File: config.mk
export PLATFORM = sky130hd
export DESIGN_NAME = srm_special_registers
export DESIGN_NICKNAME = d
export VERILOG_FILES = /design/src/hw/srm_pkg.sv /design/src/hw/srm_special_registers.sv
export SDC_FILE = /design/constraint.sdc
export NUM_CORES = 1
export LEC_CHECK = 0
export BUFFER_PORTS_ARGS = -buffer_cell sky130_fd_sc_hd__buf_2
export CAP_MARGIN = 40
export CORE_MARGIN = 1.5
export CORE_UTILIZATION = 50
export DETAILED_ROUTE_END_ITERATION = 8
export PLACE_DENSITY = 0.74
export SYNTH_ARGS = -nofsm -noshare
export SYNTH_HDL_FRONTEND = slang
export SYNTH_SLANG_ARGS = --single-unit
File: constraint.sdc
create_clock -name clk -period 3.88 [get_ports clk]
set_input_delay 0.776 -clock clk [delete_from_list [all_inputs] [get_ports clk]]
set_output_delay 0.776 -clock clk [all_outputs]
set_load 0.05 [all_outputs]
File: src/hw/srm_pkg.sv
// Package: register map, field masks and reset values of the special register bank
package srm_pkg;

    localparam int ADDR_W = 9;

    // ------------------------------------------------------------
    // Register offsets
    // ------------------------------------------------------------
    localparam logic [8:0] TIMER1_COUNT_LOW_ADDR = 9'h00c;
    localparam logic [8:0] TIMER1_COUNT_HIGH_ADDR = 9'h00d;
    localparam logic [8:0] TIMER1_CONTROL_ADDR = 9'h00e;
    localparam logic [8:0] TIMER2_COUNT_ADDR = 9'h00f;
    localparam logic [8:0] TIMER2_CONTROL_ADDR = 9'h010;
    localparam logic [8:0] TIMER2_PERIOD_ADDR = 9'h011;
    localparam logic [8:0] SLAVE_PHASE_SHIFT_LOW_ADDR = 9'h013;
    localparam logic [8:0] SLAVE_PHASE_SHIFT_HIGH_ADDR = 9'h014;
    localparam logic [8:0] PULSE_WIDTH_LOW_ADDR = 9'h015;
    localparam logic [8:0] PULSE_WIDTH_HIGH_ADDR = 9'h016;
    localparam logic [8:0] OUTPUT_VOLTAGE_COARSE_ADDR = 9'h019;
    localparam logic [8:0] OUTPUT_VOLTAGE_FINE_ADDR = 9'h01a;
    localparam logic [8:0] OSCILLATOR_TRIM_ADDR = 9'h01b;
    localparam logic [8:0] CONVERSION_RESULT_LOW_ADDR = 9'h01c;
    localparam logic [8:0] CONVERSION_RESULT_HIGH_ADDR = 9'h01d;
    localparam logic [8:0] CONVERTER_CONTROL_ADDR = 9'h01e;
    localparam logic [8:0] CONVERTER_CLOCK_SELECT_ADDR = 9'h01f;
    localparam logic [8:0] INDIRECT_ACCESS_PORT_ADDR = 9'h080;
    localparam logic [8:0] CORE_OPTIONS_ADDR = 9'h081;
    localparam logic [8:0] PROGRAM_COUNTER_LOW_ADDR = 9'h082;
    localparam logic [8:0] CORE_STATUS_ADDR = 9'h083;
    localparam logic [8:0] INDIRECT_POINTER_ADDR = 9'h084;
    localparam logic [8:0] PORT_A_DIRECTION_ADDR = 9'h085;
    localparam logic [8:0] PORT_B_DIRECTION_ADDR = 9'h086;
    localparam logic [8:0] PERIPHERAL_IRQ_ENABLE_ONE_ADDR = 9'h087;
    localparam logic [8:0] PERIPHERAL_IRQ_ENABLE_TWO_ADDR = 9'h088;
    localparam logic [8:0] ALTERNATE_PIN_FUNCTION_ADDR = 9'h089;
    localparam logic [8:0] PROGRAM_COUNTER_UPPER_LATCH_ADDR = 9'h08a;
    // Pin change block and interrupt status/mask
    localparam logic [8:0] PIN_CHANGE_CONTROL_ADDR = 9'h08b;
    localparam logic [8:0] IRQ_STATUS_ADDR = 9'h08c;
    localparam logic [8:0] IRQ_MASK_ADDR = 9'h08d;

    // ------------------------------------------------------------
    // Implemented bit masks
    // ------------------------------------------------------------
    localparam logic [7:0] TIMER1_CONTROL_MASK = 8'h33;
    localparam logic [7:0] TIMER2_CONTROL_MASK = 8'h07;
    localparam logic [7:0] OUTPUT_VOLTAGE_FINE_MASK = 8'h9f;
    localparam logic [7:0] OSCILLATOR_TRIM_MASK = 8'h1f;
    localparam logic [7:0] CONVERSION_RESULT_HIGH_MASK = 8'h03;
    localparam logic [7:0] CONVERTER_CONTROL_MASK = 8'h7f;
    localparam logic [7:0] CONVERTER_CLOCK_SELECT_MASK = 8'h70;
    localparam logic [7:0] PORT_B_DIRECTION_MASK = 8'hf7;
    localparam logic [7:0] PERIPHERAL_IRQ_ENABLE_ONE_MASK = 8'h73;
    localparam logic [7:0] PERIPHERAL_IRQ_ENABLE_TWO_MASK = 8'hb3;
    localparam logic [7:0] ALTERNATE_PIN_FUNCTION_MASK = 8'h01;
    localparam logic [7:0] PROGRAM_COUNTER_UPPER_LATCH_MASK = 8'h1f;
    // Status: bank select, flags writable; timeout/power-down flags read-only
    localparam logic [7:0] CORE_STATUS_WRITE_MASK = 8'he7;
    localparam int STATUS_INDIRECT_BANK_SELECT_HIGH_BIT = 7;
    localparam int STATUS_DIRECT_BANK_SELECT_HIGH_BIT = 6;
    localparam int STATUS_TIMEOUT_BIT = 4;
    localparam int STATUS_POWER_DOWN_BIT = 3;
    // Pin change control: bit 0 enable, bit 1 flag (write 0 clears)
    localparam int PIN_CHANGE_ENABLE_BIT = 0;
    localparam int PIN_CHANGE_FLAG_BIT = 1;
    localparam int IRQ_PIN_CHANGE_BIT = 0;
    localparam int IRQ_TIMEOUT_BIT = 1;
    localparam logic [7:0] IRQ_MASK_IMPL = 8'h03;

    // ------------------------------------------------------------
    // Reset values
    // ------------------------------------------------------------
    localparam logic [7:0] ZERO_RESET = 8'h00;
    localparam logic [7:0] ONES_RESET = 8'hff;
    localparam logic [7:0] CORE_STATUS_POR_RESET = 8'h18;
    localparam logic [7:0] UNKNOWN_RESET = 8'h00;

    typedef enum logic [1:0] {
        SRM_RST_NONE = 2'b00,
        SRM_RST_POWER_ON = 2'b01,
        SRM_RST_OTHER = 2'b11
    } srm_reset_kind_t;

    typedef struct packed {
        logic [ADDR_W-1:0] addr;
        logic [7:0] wdata;
        logic write;
        logic read;
    } srm_bus_req_t;

    typedef struct packed {
        logic [7:0] timer1CountLow;
        logic [7:0] timer1CountHigh;
        logic [7:0] timer1Control;
        logic [7:0] timer2Count;
        logic [7:0] timer2Control;
        logic [7:0] timer2Period;
        logic [7:0] slavePhaseShiftLow;
        logic [7:0] slavePhaseShiftHigh;
        logic [7:0] pulseWidthLow;
        logic [7:0] pulseWidthHigh;
        logic [7:0] outputVoltageCoarse;
        logic [7:0] outputVoltageFine;
        logic [7:0] oscillatorTrim;
        logic [7:0] conversionResultLow;
        logic [7:0] conversionResultHigh;
        logic [7:0] converterControl;
        logic [7:0] converterClockSelect;
        logic [7:0] coreOptions;
        logic [7:0] programCounterLow;
        logic [7:0] coreStatus;
        logic [7:0] indirectPointer;
        logic [7:0] portADirection;
        logic [7:0] portBDirection;
        logic [7:0] peripheralIrqEnableOne;
        logic [7:0] peripheralIrqEnableTwo;
        logic [7:0] alternatePinFunction;
        logic [7:0] programCounterUpperLatch;
        logic [7:0] previousPins;
        logic pinChangeEnable;
        logic pin_change_flag;
        logic [7:0] irqStatus;
        logic [7:0] irqMask;
        logic [7:0] rdata;
    } srm_state_t;

endpackage : srm_pkg

File: src/hw/srm_special_registers.sv
// Special register bank with power-on and other reset classes
// Behaviour
// - Unimplemented locations and unimplemented bits read back as zero.
// - The other reset class is master clear or watchdog reset, and unchanged bits keep their value.
// - Master clear and watchdog resets leave the pin change previous-value latch untouched.
// - The pin change flag clears on reset and sets again while a pin mismatch remains.
`timescale 1ns/1ps
module srm_special_registers
    import srm_pkg::*;
(
    input wire logic clk,
    input wire logic resetn,
    input wire logic clkEn,
    input wire logic external_master_clear,
    input wire logic watchdog_timer_reset,
    input wire logic [ADDR_W-1:0] addr,
    input wire logic [7:0] wdata,
    input wire logic writeStrobe,
    input wire logic readStrobe,
    input wire logic [7:0] pinState,
    input wire logic [7:0] indirectReadData,
    output logic [7:0] rdata,
    output logic indirectWrite,
    output logic [7:0] indirectWriteData,
    output logic [7:0] indirectAddress,
    output logic [7:0] portADirection,
    output logic [7:0] portBDirection,
    output logic pin_change_flag,
    output logic irq
);

    // ------------------------------------------------------------
    // Helpers
    // ------------------------------------------------------------
    function automatic logic [7:0] srm_keep(input logic [7:0] oldv, input logic [7:0] newv,
                                            input logic [7:0] mask);
        srm_keep = (newv & mask) | (oldv & ~mask);
    endfunction : srm_keep

    srm_state_t st;
    srm_state_t next_st;
    srm_bus_req_t req;
    srm_reset_kind_t rstKind;
    logic otherReset;
    logic [7:0] mismatch;

    assign req = '{addr: addr, wdata: wdata, write: writeStrobe, read: readStrobe};
    assign otherReset = external_master_clear | watchdog_timer_reset;
    assign rstKind = !resetn ? SRM_RST_POWER_ON : (otherReset ? SRM_RST_OTHER : SRM_RST_NONE);
    assign mismatch = pinState ^ st.previousPins;

    // ------------------------------------------------------------
    // Next state
    // ------------------------------------------------------------
    always_comb begin
        logic [7:0] rd;
        logic [7:0] irqSet;
        logic doRead;
        logic doWrite;
        rd = 8'h00;
        irqSet = 8'h00;
        next_st = st;
        doRead = req.read && (rstKind == SRM_RST_NONE);
        doWrite = req.write && (rstKind == SRM_RST_NONE);

        unique case (rstKind)
            SRM_RST_POWER_ON: begin
                next_st.timer1CountLow = UNKNOWN_RESET;
                next_st.timer1CountHigh = UNKNOWN_RESET;
                next_st.timer1Control = ZERO_RESET;
                next_st.timer2Count = ZERO_RESET;
                next_st.timer2Control = ZERO_RESET;
                next_st.timer2Period = ONES_RESET;
                next_st.slavePhaseShiftLow = UNKNOWN_RESET;
                next_st.slavePhaseShiftHigh = UNKNOWN_RESET;
                next_st.pulseWidthLow = UNKNOWN_RESET;
                next_st.pulseWidthHigh = UNKNOWN_RESET;
                next_st.outputVoltageCoarse = ZERO_RESET;
                next_st.outputVoltageFine = ZERO_RESET;
                next_st.oscillatorTrim = ZERO_RESET;
                next_st.conversionResultLow = UNKNOWN_RESET;
                next_st.conversionResultHigh = UNKNOWN_RESET;
                next_st.converterControl = ZERO_RESET;
                next_st.converterClockSelect = ZERO_RESET;
                next_st.coreOptions = ONES_RESET;
                next_st.programCounterLow = ZERO_RESET;
                next_st.coreStatus = CORE_STATUS_POR_RESET;
                next_st.indirectPointer = UNKNOWN_RESET;
                next_st.portADirection = ONES_RESET;
                next_st.portBDirection = ONES_RESET & PORT_B_DIRECTION_MASK;
                next_st.peripheralIrqEnableOne = ZERO_RESET;
                next_st.peripheralIrqEnableTwo = ZERO_RESET;
                next_st.alternatePinFunction = ZERO_RESET;
                next_st.programCounterUpperLatch = ZERO_RESET;
                next_st.previousPins = ZERO_RESET;
                next_st.pinChangeEnable = 1'b0;
                next_st.pin_change_flag = 1'b0;
                next_st.irqStatus = ZERO_RESET;
                next_st.irqMask = ZERO_RESET;
                next_st.rdata = ZERO_RESET;
            end
            SRM_RST_OTHER: begin
                // Timer counts, pointers and pulse registers stay as they were
                next_st.timer1Control = st.timer1Control;
                next_st.timer2Control = ZERO_RESET;
                next_st.timer2Period = ONES_RESET;
                next_st.outputVoltageCoarse = ZERO_RESET;
                next_st.outputVoltageFine = ZERO_RESET;
                next_st.oscillatorTrim = ZERO_RESET;
                next_st.converterControl = ZERO_RESET;
                next_st.converterClockSelect = ZERO_RESET;
                next_st.coreOptions = ONES_RESET;
                next_st.programCounterLow = ZERO_RESET;
                // Bank selects cleared, timeout by cause, power-down always set, flags kept
                next_st.coreStatus = {3'b000, ~watchdog_timer_reset, 1'b1, st.coreStatus[2:0]};
                next_st.portADirection = ONES_RESET;
                next_st.portBDirection = ONES_RESET & PORT_B_DIRECTION_MASK;
                next_st.peripheralIrqEnableOne = ZERO_RESET;
                next_st.peripheralIrqEnableTwo = ZERO_RESET;
                next_st.alternatePinFunction = ZERO_RESET;
                next_st.programCounterUpperLatch = ZERO_RESET;
                next_st.previousPins = st.previousPins;
                next_st.pin_change_flag = 1'b0;
                next_st.rdata = ZERO_RESET;
                if (watchdog_timer_reset) begin
                    next_st.irqStatus = st.irqStatus | (8'h01 << IRQ_TIMEOUT_BIT);
                end
            end
            SRM_RST_NONE: begin
                // Read mux; unmapped addresses and bits give zero
                if (doRead) begin
                    unique case (req.addr)
                        TIMER1_COUNT_LOW_ADDR: rd = st.timer1CountLow;
                        TIMER1_COUNT_HIGH_ADDR: rd = st.timer1CountHigh;
                        TIMER1_CONTROL_ADDR: rd = st.timer1Control;
                        TIMER2_COUNT_ADDR: rd = st.timer2Count;
                        TIMER2_CONTROL_ADDR: rd = st.timer2Control;
                        TIMER2_PERIOD_ADDR: rd = st.timer2Period;
                        SLAVE_PHASE_SHIFT_LOW_ADDR: rd = st.slavePhaseShiftLow;
                        SLAVE_PHASE_SHIFT_HIGH_ADDR: rd = st.slavePhaseShiftHigh;
                        PULSE_WIDTH_LOW_ADDR: rd = st.pulseWidthLow;
                        PULSE_WIDTH_HIGH_ADDR: rd = st.pulseWidthHigh;
                        OUTPUT_VOLTAGE_COARSE_ADDR: rd = st.outputVoltageCoarse;
                        OUTPUT_VOLTAGE_FINE_ADDR: rd = st.outputVoltageFine;
                        OSCILLATOR_TRIM_ADDR: rd = st.oscillatorTrim;
                        CONVERSION_RESULT_LOW_ADDR: rd = st.conversionResultLow;
                        CONVERSION_RESULT_HIGH_ADDR: rd = st.conversionResultHigh;
                        CONVERTER_CONTROL_ADDR: rd = st.converterControl;
                        CONVERTER_CLOCK_SELECT_ADDR: rd = st.converterClockSelect;
                        INDIRECT_ACCESS_PORT_ADDR: rd = indirectReadData;
                        CORE_OPTIONS_ADDR: rd = st.coreOptions;
                        PROGRAM_COUNTER_LOW_ADDR: rd = st.programCounterLow;
                        CORE_STATUS_ADDR: rd = st.coreStatus;
                        INDIRECT_POINTER_ADDR: rd = st.indirectPointer;
                        PORT_A_DIRECTION_ADDR: rd = st.portADirection;
                        PORT_B_DIRECTION_ADDR: rd = st.portBDirection;
                        PERIPHERAL_IRQ_ENABLE_ONE_ADDR: rd = st.peripheralIrqEnableOne;
                        PERIPHERAL_IRQ_ENABLE_TWO_ADDR: rd = st.peripheralIrqEnableTwo;
                        ALTERNATE_PIN_FUNCTION_ADDR: rd = st.alternatePinFunction;
                        PROGRAM_COUNTER_UPPER_LATCH_ADDR: rd = st.programCounterUpperLatch;
                        PIN_CHANGE_CONTROL_ADDR: rd = {6'h00, st.pin_change_flag, st.pinChangeEnable};
                        IRQ_STATUS_ADDR: rd = st.irqStatus;
                        IRQ_MASK_ADDR: rd = st.irqMask;
                        default: rd = 8'h00;
                    endcase
                end
                next_st.rdata = rd;

                if (doWrite) begin
                    unique case (req.addr)
                        TIMER1_COUNT_LOW_ADDR: next_st.timer1CountLow = req.wdata;
                        TIMER1_COUNT_HIGH_ADDR: next_st.timer1CountHigh = req.wdata;
                        TIMER1_CONTROL_ADDR: next_st.timer1Control = req.wdata & TIMER1_CONTROL_MASK;
                        TIMER2_COUNT_ADDR: next_st.timer2Count = req.wdata;
                        TIMER2_CONTROL_ADDR: next_st.timer2Control = req.wdata & TIMER2_CONTROL_MASK;
                        TIMER2_PERIOD_ADDR: next_st.timer2Period = req.wdata;
                        SLAVE_PHASE_SHIFT_LOW_ADDR: next_st.slavePhaseShiftLow = req.wdata;
                        SLAVE_PHASE_SHIFT_HIGH_ADDR: next_st.slavePhaseShiftHigh = req.wdata;
                        PULSE_WIDTH_LOW_ADDR: next_st.pulseWidthLow = req.wdata;
                        PULSE_WIDTH_HIGH_ADDR: next_st.pulseWidthHigh = req.wdata;
                        OUTPUT_VOLTAGE_COARSE_ADDR: next_st.outputVoltageCoarse = req.wdata;
                        OUTPUT_VOLTAGE_FINE_ADDR:
                            next_st.outputVoltageFine = req.wdata & OUTPUT_VOLTAGE_FINE_MASK;
                        OSCILLATOR_TRIM_ADDR: next_st.oscillatorTrim = req.wdata & OSCILLATOR_TRIM_MASK;
                        CONVERSION_RESULT_LOW_ADDR: next_st.conversionResultLow = req.wdata;
                        CONVERSION_RESULT_HIGH_ADDR:
                            next_st.conversionResultHigh = req.wdata & CONVERSION_RESULT_HIGH_MASK;
                        CONVERTER_CONTROL_ADDR:
                            next_st.converterControl = req.wdata & CONVERTER_CONTROL_MASK;
                        CONVERTER_CLOCK_SELECT_ADDR:
                            next_st.converterClockSelect = req.wdata & CONVERTER_CLOCK_SELECT_MASK;
                        CORE_OPTIONS_ADDR: next_st.coreOptions = req.wdata;
                        PROGRAM_COUNTER_LOW_ADDR: next_st.programCounterLow = req.wdata;
                        // Reserved bank bits are stored as written; software keeps them clear
                        CORE_STATUS_ADDR:
                            next_st.coreStatus = srm_keep(st.coreStatus, req.wdata,
                                                          CORE_STATUS_WRITE_MASK);
                        INDIRECT_POINTER_ADDR: next_st.indirectPointer = req.wdata;
                        PORT_A_DIRECTION_ADDR: next_st.portADirection = req.wdata;
                        PORT_B_DIRECTION_ADDR:
                            next_st.portBDirection = req.wdata & PORT_B_DIRECTION_MASK;
                        PERIPHERAL_IRQ_ENABLE_ONE_ADDR:
                            next_st.peripheralIrqEnableOne = req.wdata & PERIPHERAL_IRQ_ENABLE_ONE_MASK;
                        PERIPHERAL_IRQ_ENABLE_TWO_ADDR:
                            next_st.peripheralIrqEnableTwo = req.wdata & PERIPHERAL_IRQ_ENABLE_TWO_MASK;
                        ALTERNATE_PIN_FUNCTION_ADDR:
                            next_st.alternatePinFunction = req.wdata & ALTERNATE_PIN_FUNCTION_MASK;
                        PROGRAM_COUNTER_UPPER_LATCH_ADDR:
                            next_st.programCounterUpperLatch =
                                req.wdata & PROGRAM_COUNTER_UPPER_LATCH_MASK;
                        PIN_CHANGE_CONTROL_ADDR: begin
                            next_st.pinChangeEnable = req.wdata[PIN_CHANGE_ENABLE_BIT];
                            if (!req.wdata[PIN_CHANGE_FLAG_BIT]) begin
                                next_st.pin_change_flag = 1'b0;
                            end
                        end
                        IRQ_MASK_ADDR: next_st.irqMask = req.wdata & IRQ_MASK_IMPL;
                        default: ;
                    endcase
                end

                // Reading the pin port refreshes the latch; here it is sampled on a read of
                // the pin change control register while the enable is set
                if (st.pinChangeEnable && doRead && req.addr == PIN_CHANGE_CONTROL_ADDR) begin
                    next_st.previousPins = pinState;
                end

                // Mismatch sets flag, winning over a clear in the same cycle
                if (mismatch != 8'h00) begin
                    next_st.pin_change_flag = 1'b1;
                    irqSet[IRQ_PIN_CHANGE_BIT] = 1'b1;
                end
                if (doRead && req.addr == IRQ_STATUS_ADDR) begin
                    next_st.irqStatus = irqSet;
                end else begin
                    next_st.irqStatus = st.irqStatus | irqSet;
                end
            end
            default: ;
        endcase
    end

    // ------------------------------------------------------------
    // State register
    // ------------------------------------------------------------
    always_ff @(posedge clk) begin
        if (!resetn || clkEn) begin
            st <= next_st;
        end
    end

    assign rdata = st.rdata;
    // Frozen cycles take no write, so no pulse leaves the block then either
    assign indirectWrite = writeStrobe && addr == INDIRECT_ACCESS_PORT_ADDR && resetn
                           && !otherReset && clkEn;
    assign indirectWriteData = wdata;
    assign indirectAddress = st.indirectPointer;
    assign portADirection = st.portADirection;
    assign portBDirection = st.portBDirection;
    assign pin_change_flag = st.pin_change_flag;
    assign irq = |(st.irqStatus & st.irqMask);

endmodule : srm_special_registers

==> results of run 1 <==
[worst register-to-register path: stages, from the launching register on]
cell and delay [ps]:
edfxtp_1 410, mux4_2 550, a22oi_1 240, nand2_1 100
nor3_1 360, a31oi_1 160
[final timing paths]
| check | start | endpoint | slack [ps] | depth (start not counted) |
|---|---|---|---|---|
| setup reg to reg | st[111] | rdata[5] | 1770 | 5 |
| hold reg to reg | st[93] | st[93] | 680 | 1 |
| hold / removal | wdata[2] | st[204] | 640 | 2 |
| setup / recovery | addr[7] | indirectAddress[1] | 680 | 6 |
[final cells by class]
cell class / count / area share [%]
well taps: 229 / 2.81
repair buffers: 123 / 7.15
flip-flops and latches: 195 / 57.5
multi-input cells: 402 / 26.2
clock inverters: 15 / 2.09
inverters: 3 / 0.111
clock buffers: 17 / 4.17
[registers in the layout, indices dropped and copies added (netlist names)]
register / count
indirectAddress: 8
portBDirection: 7
st: 163
pin_change_flag: 1
rdata: 8
portADirection: 8
[layer usage]
metal,wire length [µm],global-route usage (%),up-vias
met2,14100,50.9,532
met5,0,0,-
met4,1080,12.7,0
met3,3800,10.1,62
met1,12500,48.7,3322
li1,-,-,2728
[power breakdown]
| part | internal (mW) | switching, mW | leakage [nW] | total (mW) |
|---|---|---|---|---|
| Sequential | 2.55 | 0.119 | 1.86 | 2.67 |
| Combinational | 0.153 | 0.429 | 1.44 | 0.583 |
| Clock | 0.941 | 0.909 | 0.307 | 1.85 |
[kinds of logic (layout without fill, tap and decap cells)]
logic type | Yosys count | after routing
simple gates | 223 | 223
mux | 25 | 25
compound gates | 143 | 143
other cells | 1 | 1
xor+xnor | 10 | 10
flops | 195 | 195
buf+inv | 90 | 158
[per-stage QoR]
stage	area, µm²	power (mW)	hold slack (ps)	util, %
after floorplan	9060	3.06	501	-
after global placement	9530	3.27	633	53.4
after detailed placement	9550	3.28	625	53.5
after CTS	10200	5.08	635	57.1
after global routing	10200	5.22	655	57.1
final	10200	5.11	635	57.1
[Yosys cell counts (3+ instances only)]
cell type  count  area [µm²]
a22o_1        13         114
nor2_1        60         225
buf_6          3        33.8
nor3_4         3        48.8
nor3_1        22         110
mux2_2         4        45.0
a222oi_1       4        40.0
xnor2_1       10        87.6
a41oi_2        3        48.8
a21oi_1       32         160
buf_2         20         100
a32oi_1        6        52.6
nor2b_1        9        56.3
a22oi_1       21         158
a221oi_1       4        35.0
a31oi_1       10        62.6
mux2i_1       19         190
edfxtp_1     195        5860
a32o_1         9        90.1
nand4_1        7        43.8
nand2_1       28         105
o22ai_1        7        43.8
clkbuf_1      22        82.6
and3_1        27         169
buf_4         41         308
or3_1          3        18.8
inv_1          3        11.3
nand2b_1      22         138
nand3_1       18        90.1
and2_1         3        18.8
o21ai_0       16        80.1
a311oi_1       3        26.3
==> results.cfg, run 1 <==
[layout]
n_fill_cell = 1434
layout_commonest_cell = edfxtp_1
final_cells = 984
seq_area_um2 = 5860
drive_gt1_share_pct = 23.8
final_cell_mix = 195 x edfxtp_1, 81 x buf_2, 60 x nor2_1, 41 x buf_4, 32 x a21oi_1
syn2layout_area_growth_pct = 12.5
multi_input_area_um2 = 2670
num_antenna_cells = 0
nets = 782

[sta]
worstMarginPinSlew_ps = 928
rsz0062_at_grt = false
finalHoldViolCount = 0
finalSetupViolations = 0
max_freq_mhz = 313
drv_slew = 0
fin_ws_ps = 683
min_period_ps = 3200
fin_skew_ps = 8.97
finalCritPeriodShare_pct = 82.4
final.setup.tns_ps = 0
slew_headroom_pct = 38.1

[setup_path]
crit_chain = buf_2 > nor2b_1 > nand2_1 > nor2_1 > a21oi_1 > nor2_1
worstSetupEndpointType = register
worstPathArrival_ps = 3270
worstSetupStartpointType = primary input
crit_buf_inv = 1
critPathSlowestCell = nor2_1
required_ps = 3950
slowest_delay_ps = 680
crit_fanout = 18
cp_common_cell = nor2_1
crit_family = simple AND/OR/NAND/NOR gates
path_class = primary input to register

[clock_network]
cts_buffers = 17
hold_buffers = 0
clkTransAtPathRegs_ps = 80
clk_path_buf_depth = 2
cts_num_sinks = 195
postCtsSetupRepairBufs = 0
clock-root-buffer = clkbuf_16
cts_resized = 0
htree_num_levels = 4
cts_tree = built
clk_latency_ps = 450

[route]
wl_per_cell_um = 32.0
ant_nets = 0
route.vias.total = 6644
drt_iter0_markers = 1041
drc_errors = 0
drt_wl_total_um = 31500
via_per_inst = 6.75
dr.pass1.iters = 8

[logic_synthesis]
yosysSeqAreaShare_pct = 64.6
synth_ff_type = edfxtp_1
synth_top_family_by_area = simple AND/OR/NAND/NOR gates
syn_area_um2 = 9060
yosysWarnings = 0
yosys.area_share.xor_xnor_pct = 0.967
synth_mux_area_share_pct = 3.09
synth_compound_area_share_pct = 11.8
yosys.area_share.simple_pct = 13.5
synth_adder_area_share_pct = 0
synth_cell_types = 66
synth-seq-cells = 195
syn_inst = 687
async_reset_ff_share_pct = 0
synth_nets = 727
syn_area_per_cell_um2 = 13.2
synth_edf_count = 195

[floorplanning]
die_h_um = 138
fp-row-count = 49
design.die.area_um2 = 18900
ios = 83
initial_core_util_pct = 50.8
core-area_um2 = 17800
die_w_um = 138

[pwr]
power_density_nw_per_um2 = 501
total_leakage_power_nw = 3.60
vdd_ir_drop_max_mv = 0.323

[run_status]
status = finished clean

[placed_design]
io_buffers = 81
dp_hpwl_um = 23600
gp_congestion = 0.987
preCtsSetupSlack_ps = 276
placed_cells = 952

[grt]
grt_max_degree = 30
grtUsageTotal_pct = 34.6
overflow = 0
antenna_found_initial = 0
grt_pass1_wl_um = 44400
first_global_vias = 6216

[job]
max_cap_viol_count = 0

[min_path]
hold_path_class = primary input to register
Note: power is estimated with default switching activity, not from simulation.
==> run 2: changes to the inputs <==
PLACE_DENSITY = 0.77   (was 0.74)
clock period = 2.89 ns   (was 3.88 ns; I/O delays follow)
==> run 2 against run 1 <==
Hold slack got worse by 190 ps. Non-clock buffer count increased by 56. Global-route usage decreased by 0.34 points. Combinational power increased by 48%. First-iteration DRC count decreased by 8.7%. Flip-flop and latch count unchanged. Power increased by 36%. Wire length decreased by 1.1%. Clock power increased by 35%. Register-to-register slack got worse by 940 ps. Setup slack got worse by 390 ps. Cell count increased by 5.7%. Critical endpoint is now indirectWrite.
==> results.cfg, run 2 (synthesis results as in run 1) <==
[run_status]
status = finished clean

[floorplanning]
design.die.area_um2 = 18900
ios = 83
core-area_um2 = 17800
fp-row-count = 49
initial_core_util_pct = 50.8
die_h_um = 138
die_w_um = 138

[pwr]
power_density_nw_per_um2 = 651
vdd_ir_drop_max_mv = 0.412
total_leakage_power_nw = 3.90

[sta]
finalCritPeriodShare_pct = 89.8
min_period_ps = 2590
whs_ps = 444
finalHoldViolCount = 0
slew_headroom_pct = 50.7
max_freq_mhz = 386
rsz0062_at_grt = false
final.setup.tns_ps = 0
drv_slew = 0
fin_skew_ps = 8.18
worstMarginPinSlew_ps = 739
finalSetupViolations = 0

[setup_path]
required_ps = 2310
reg2reg_slack_ps = 830
r2r_start = st[111]
path_class = primary input to primary output
crit_buf_inv = 3
worstSetupStartpointType = primary input
crit_fanout = 19
crit_chain = buf_2 > buf_12 > nor2_1 > nand3_1 > nor3_2 > buf_2
worstSetupEndpointType = primary output
worstPathArrival_ps = 2020
slowest_delay_ps = 500
critPathSlowestCell = nor2_1
ff2ff_path_depth = 5
r2r-end = rdata[5]
cp_common_cell = buf_2
crit_family = simple AND/OR/NAND/NOR gates

[layout]
seq_area_um2 = 5860
nets = 838
largest_reg_flops = 163
syn2layout_area_growth_pct = 17.5
num_antenna_cells = 0
drive_gt1_share_pct = 29.1
n_fill_cell = 1417
multi_input_area_um2 = 2680
layout_commonest_cell = edfxtp_1
final_cell_mix = 195 x edfxtp_1, 94 x buf_4, 81 x buf_2, 60 x nor2_1, 32 x a21oi_1
largest_register = st
stdcell_area_um2 = 10600

[job]
max_cap_viol_count = 0

[clock_network]
clkTransAtPathRegs_ps = 70
hold_buffers = 0
cts_num_sinks = 195
clk_latency_ps = 440
cts_resized = 0
cts_tree = built
htree_num_levels = 4
postCtsSetupRepairBufs = 0
clock-root-buffer = clkbuf_16
clk_path_buf_depth = 2
cts_buffers = 17

[grt]
overflow = 0
grtUsageTotal_pct = 34.2
grt_max_degree = 29
first_global_vias = 6378
grt_pass1_wl_um = 44000
antenna_found_initial = 0

[route]
via_per_inst = 6.47
drc_errors = 0
wl_per_cell_um = 30.0
route.vias.total = 6730
drt_wl_total_um = 31200
drt_iter0_markers = 950
dr.pass1.iters = 7
ant_nets = 0

[placed_design]
dpl_cell_area_um2 = 10000
io_buffers = 81
dp_hpwl_um = 23400
gp_congestion = 1.03

[min_path]
hold_path_class = primary input to register
hp-start = wdata[6]
whs_endpoint = st[208]
hold_depth = 2
run 2: changes by cell type in the layout (fill, tap and decap cells not counted):
cell / delta
inv_6: +2
buf_4: +53
buf_12: +4
clkinv_1: +1
clkinv_8: -6
nor3_2: +1
clkinv_4: +1
inv_8: -1
buf_8: -1
clkinv_2: +1
bufinv_16: +2
nor3_1: -1
run 2: worst max-delay path by stage:
stage             from            end  depth (start not counted)
4_1_cts        addr[0]  indirectWrite                          6
3_5_place_dp   addr[8]       rdata[6]                          6
3_3_place_gp   addr[7]       rdata[6]                          9
2_1_floorplan  addr[3]  indirectWrite                          6
5_1_grt        addr[0]  indirectWrite                          6
6_report       addr[0]  indirectWrite                          6
run 2: layer usage:
layer | vias to the layer above | track usage [%] | routed length (µm)
met5 | - | 0 | 0
met4 | 0 | 15.1 | 1340
met3 | 84 | 10.4 | 3920
met2 | 528 | 50.3 | 13600
met1 | 3269 | 47.0 | 12300
li1 | 2849 | - | -
run 2: area by class of cell:
cell class	count	area share (%)
Sequential cell	195	55.0
Multi-Input combinational cell	402	25.1
Timing Repair Buffer	179	11.2
Clock buffer	17	4.00
Tap cell	229	2.69
Clock inverter	15	1.87
Inverter	3	0.106
run 2: metrics by stage:
stage / total power [mW] / worst slack [ps] / std cells / util (%)
floorplan: 4.10 / 65.3 / 687 / -
CTS: 6.91 / 355 / 1040 / 59.7
detailed placement: 4.47 / 143 / 1008 / 56.2
global placement: 4.45 / 133 / 1008 / 56.2
finish: 6.93 / 296 / 1040 / 59.7
global route: 7.09 / 227 / 1040 / 59.7
run 2: report_power, final:
group / switching [mW] / internal [mW] / leakage, nW / total, mW
combinational: 0.604 / 0.259 / 1.73 / 0.863
sequential: 0.144 / 3.43 / 1.86 / 3.57
clock: 1.10 / 1.39 / 0.306 / 2.49
==> run 3: changes to the inputs <==
CORE_MARGIN = unset   (was 1.5)
SETUP_SLACK_MARGIN = 0.5   (was unset)
==> run 3 against run 2 <==
Global-route usage increased by 0.16 points. Sequential share of layout area rose by 0.40 points. Non-clock buffer count decreased by 7. Die area is 1.4% lower. Cell count is 0.96% lower.
==> results.cfg, run 3 (synthesis results as in run 1) <==
[grt]
grt_max_degree = 30
overflow = 0
met3_usage_pct = 8.22
grtUsageTotal_pct = 34.4
grt_pass1_wl_um = 43400
grt_use_met1_pct = 46.6
antenna_found_initial = 1
grt-busiest-layer = met2
first_global_vias = 6617
use_met2_pct = 50.6

[layout]
final_cell_mix = 195 x edfxtp_1, 89 x buf_4, 80 x buf_2, 55 x nor2_1, 32 x a21oi_1
largest_reg_flops = 163
stdcell_area_um2 = 10600
nets = 831
fin_util_pct = 60.5
drive_gt1_share_pct = 29.6
syn2layout_area_growth_pct = 16.7
layout_commonest_cell = edfxtp_1
largest_register = st

[route]
drc_errors = 0
drt_wl_total_um = 31000
drt_iter0_markers = 1082
route.vias.total = 6809
ant_nets = 0
dr.pass1.iters = 6
via_per_inst = 6.61
wl_per_cell_um = 30.1

[clock_network]
clkTransAtPathRegs_ps = 70
clk_latency_ps = 440
hold_buffers = 0
cts_tree = built
cts_num_sinks = 195
clock-root-buffer = clkbuf_16
cts_buffers = 17
htree_num_levels = 4
clk_path_buf_depth = 2

[sta]
drv_slew = 0
min_period_ps = 2380
worstMarginPinSlew_ps = 770
finalCritPeriodShare_pct = 82.5
fin_skew_ps = 7.45
finalSetupViolations = 0
finalHoldViolCount = 0
max_freq_mhz = 419
fin_ws_ps = 505
whs_ps = 454
slew_headroom_pct = 48.6
rsz0062_at_grt = true
final.setup.tns_ps = 0

[floorplanning]
design.die.area_um2 = 18700
die_w_um = 137
fp-row-count = 48
ios = 83
die_h_um = 137
initial_core_util_pct = 51.8
core-area_um2 = 17500

[pwr]
total_leakage_power_nw = 3.84
power_density_nw_per_um2 = 639
vdd_ir_drop_max_mv = 0.556

[placed_design]
gp_congestion = 0.995
dp_hpwl_um = 22400
preCtsSetupSlack_ps = 134
io_buffers = 81
dpl_cell_area_um2 = 9960

[min_path]
hold_path_class = primary input to register

[setup_path]
worstSetupEndpointType = primary output
required_ps = 2310
worstPathArrival_ps = 1810
crit_fanout = 11
path_class = primary input to primary output
worstSetupStartpointType = primary input

[job]
max_cap_viol_count = 0

[run_status]
status = finished clean
[run 3: worst paths after layout]
path	startpoint	to	slack (ps)	cells after the start
worst min-delay path	wdata[5]	st[207]	450	2
worst max-delay path	addr[3]	indirectWrite	510	6
worst max register to register	st[103]	rdata[5]	980	5
worst min register to register	st[93]	st[93]	610	1
[run 3: power breakdown]
part / internal [mW] / total [mW] / switching, mW
Clock: 1.22 / 2.34 / 1.12
Combinational: 0.252 / 0.855 / 0.603
Sequential: 3.43 / 3.55 / 0.128
[run 3: final cells by class]
cell class	count	area, µm²
Timing Repair Buffer	172	1130
Clock inverter	14	144
Clock buffer	18	429
Inverter	3	11.3
Tap cell	225	282
Antenna cell	1	2.50
Fill cell	1348	6910
Sequential cell	195	5860
Multi-Input combinational cell	402	2720
[run 3: metal layers]
layer | up-vias | wire length (µm) | part of all wire [%]
li1 | 2819 | - | -
met1 | 3309 | 11900 | 38
met3 | 110 | 3810 | 12
met2 | 571 | 13600 | 44
met4 | 0 | 1650 | 5.3
met5 | - | 0 | 0
[run 3: what timing repair did]
| action | CTS | global route |
|---|---|---|
| pin swaps | 1 | 1 |
| buffers inserted | 0 | 1 |
| gates resized for setup | 4 | 2 |
| setup endpoints to repair | 1 | 14 |
[run 3: metrics by stage]
| step | total power [mW] | instances |
|---|---|---|
| 2_1_floorplan | 4.11 | 687 |
| 3_3_place_gp | 4.43 | 996 |
| 3_5_place_dp | 4.44 | 996 |
| 4_1_cts | 6.73 | 1028 |
| 5_1_grt | 6.90 | 1029 |
| 6_report | 6.75 | 1030 |
[run 3: critical path: stages]
cell     delay [ps]
buf_2           200
buf_4           210
nor2_2          180
nand3_2         230
nor3_4          180
buf_4           220
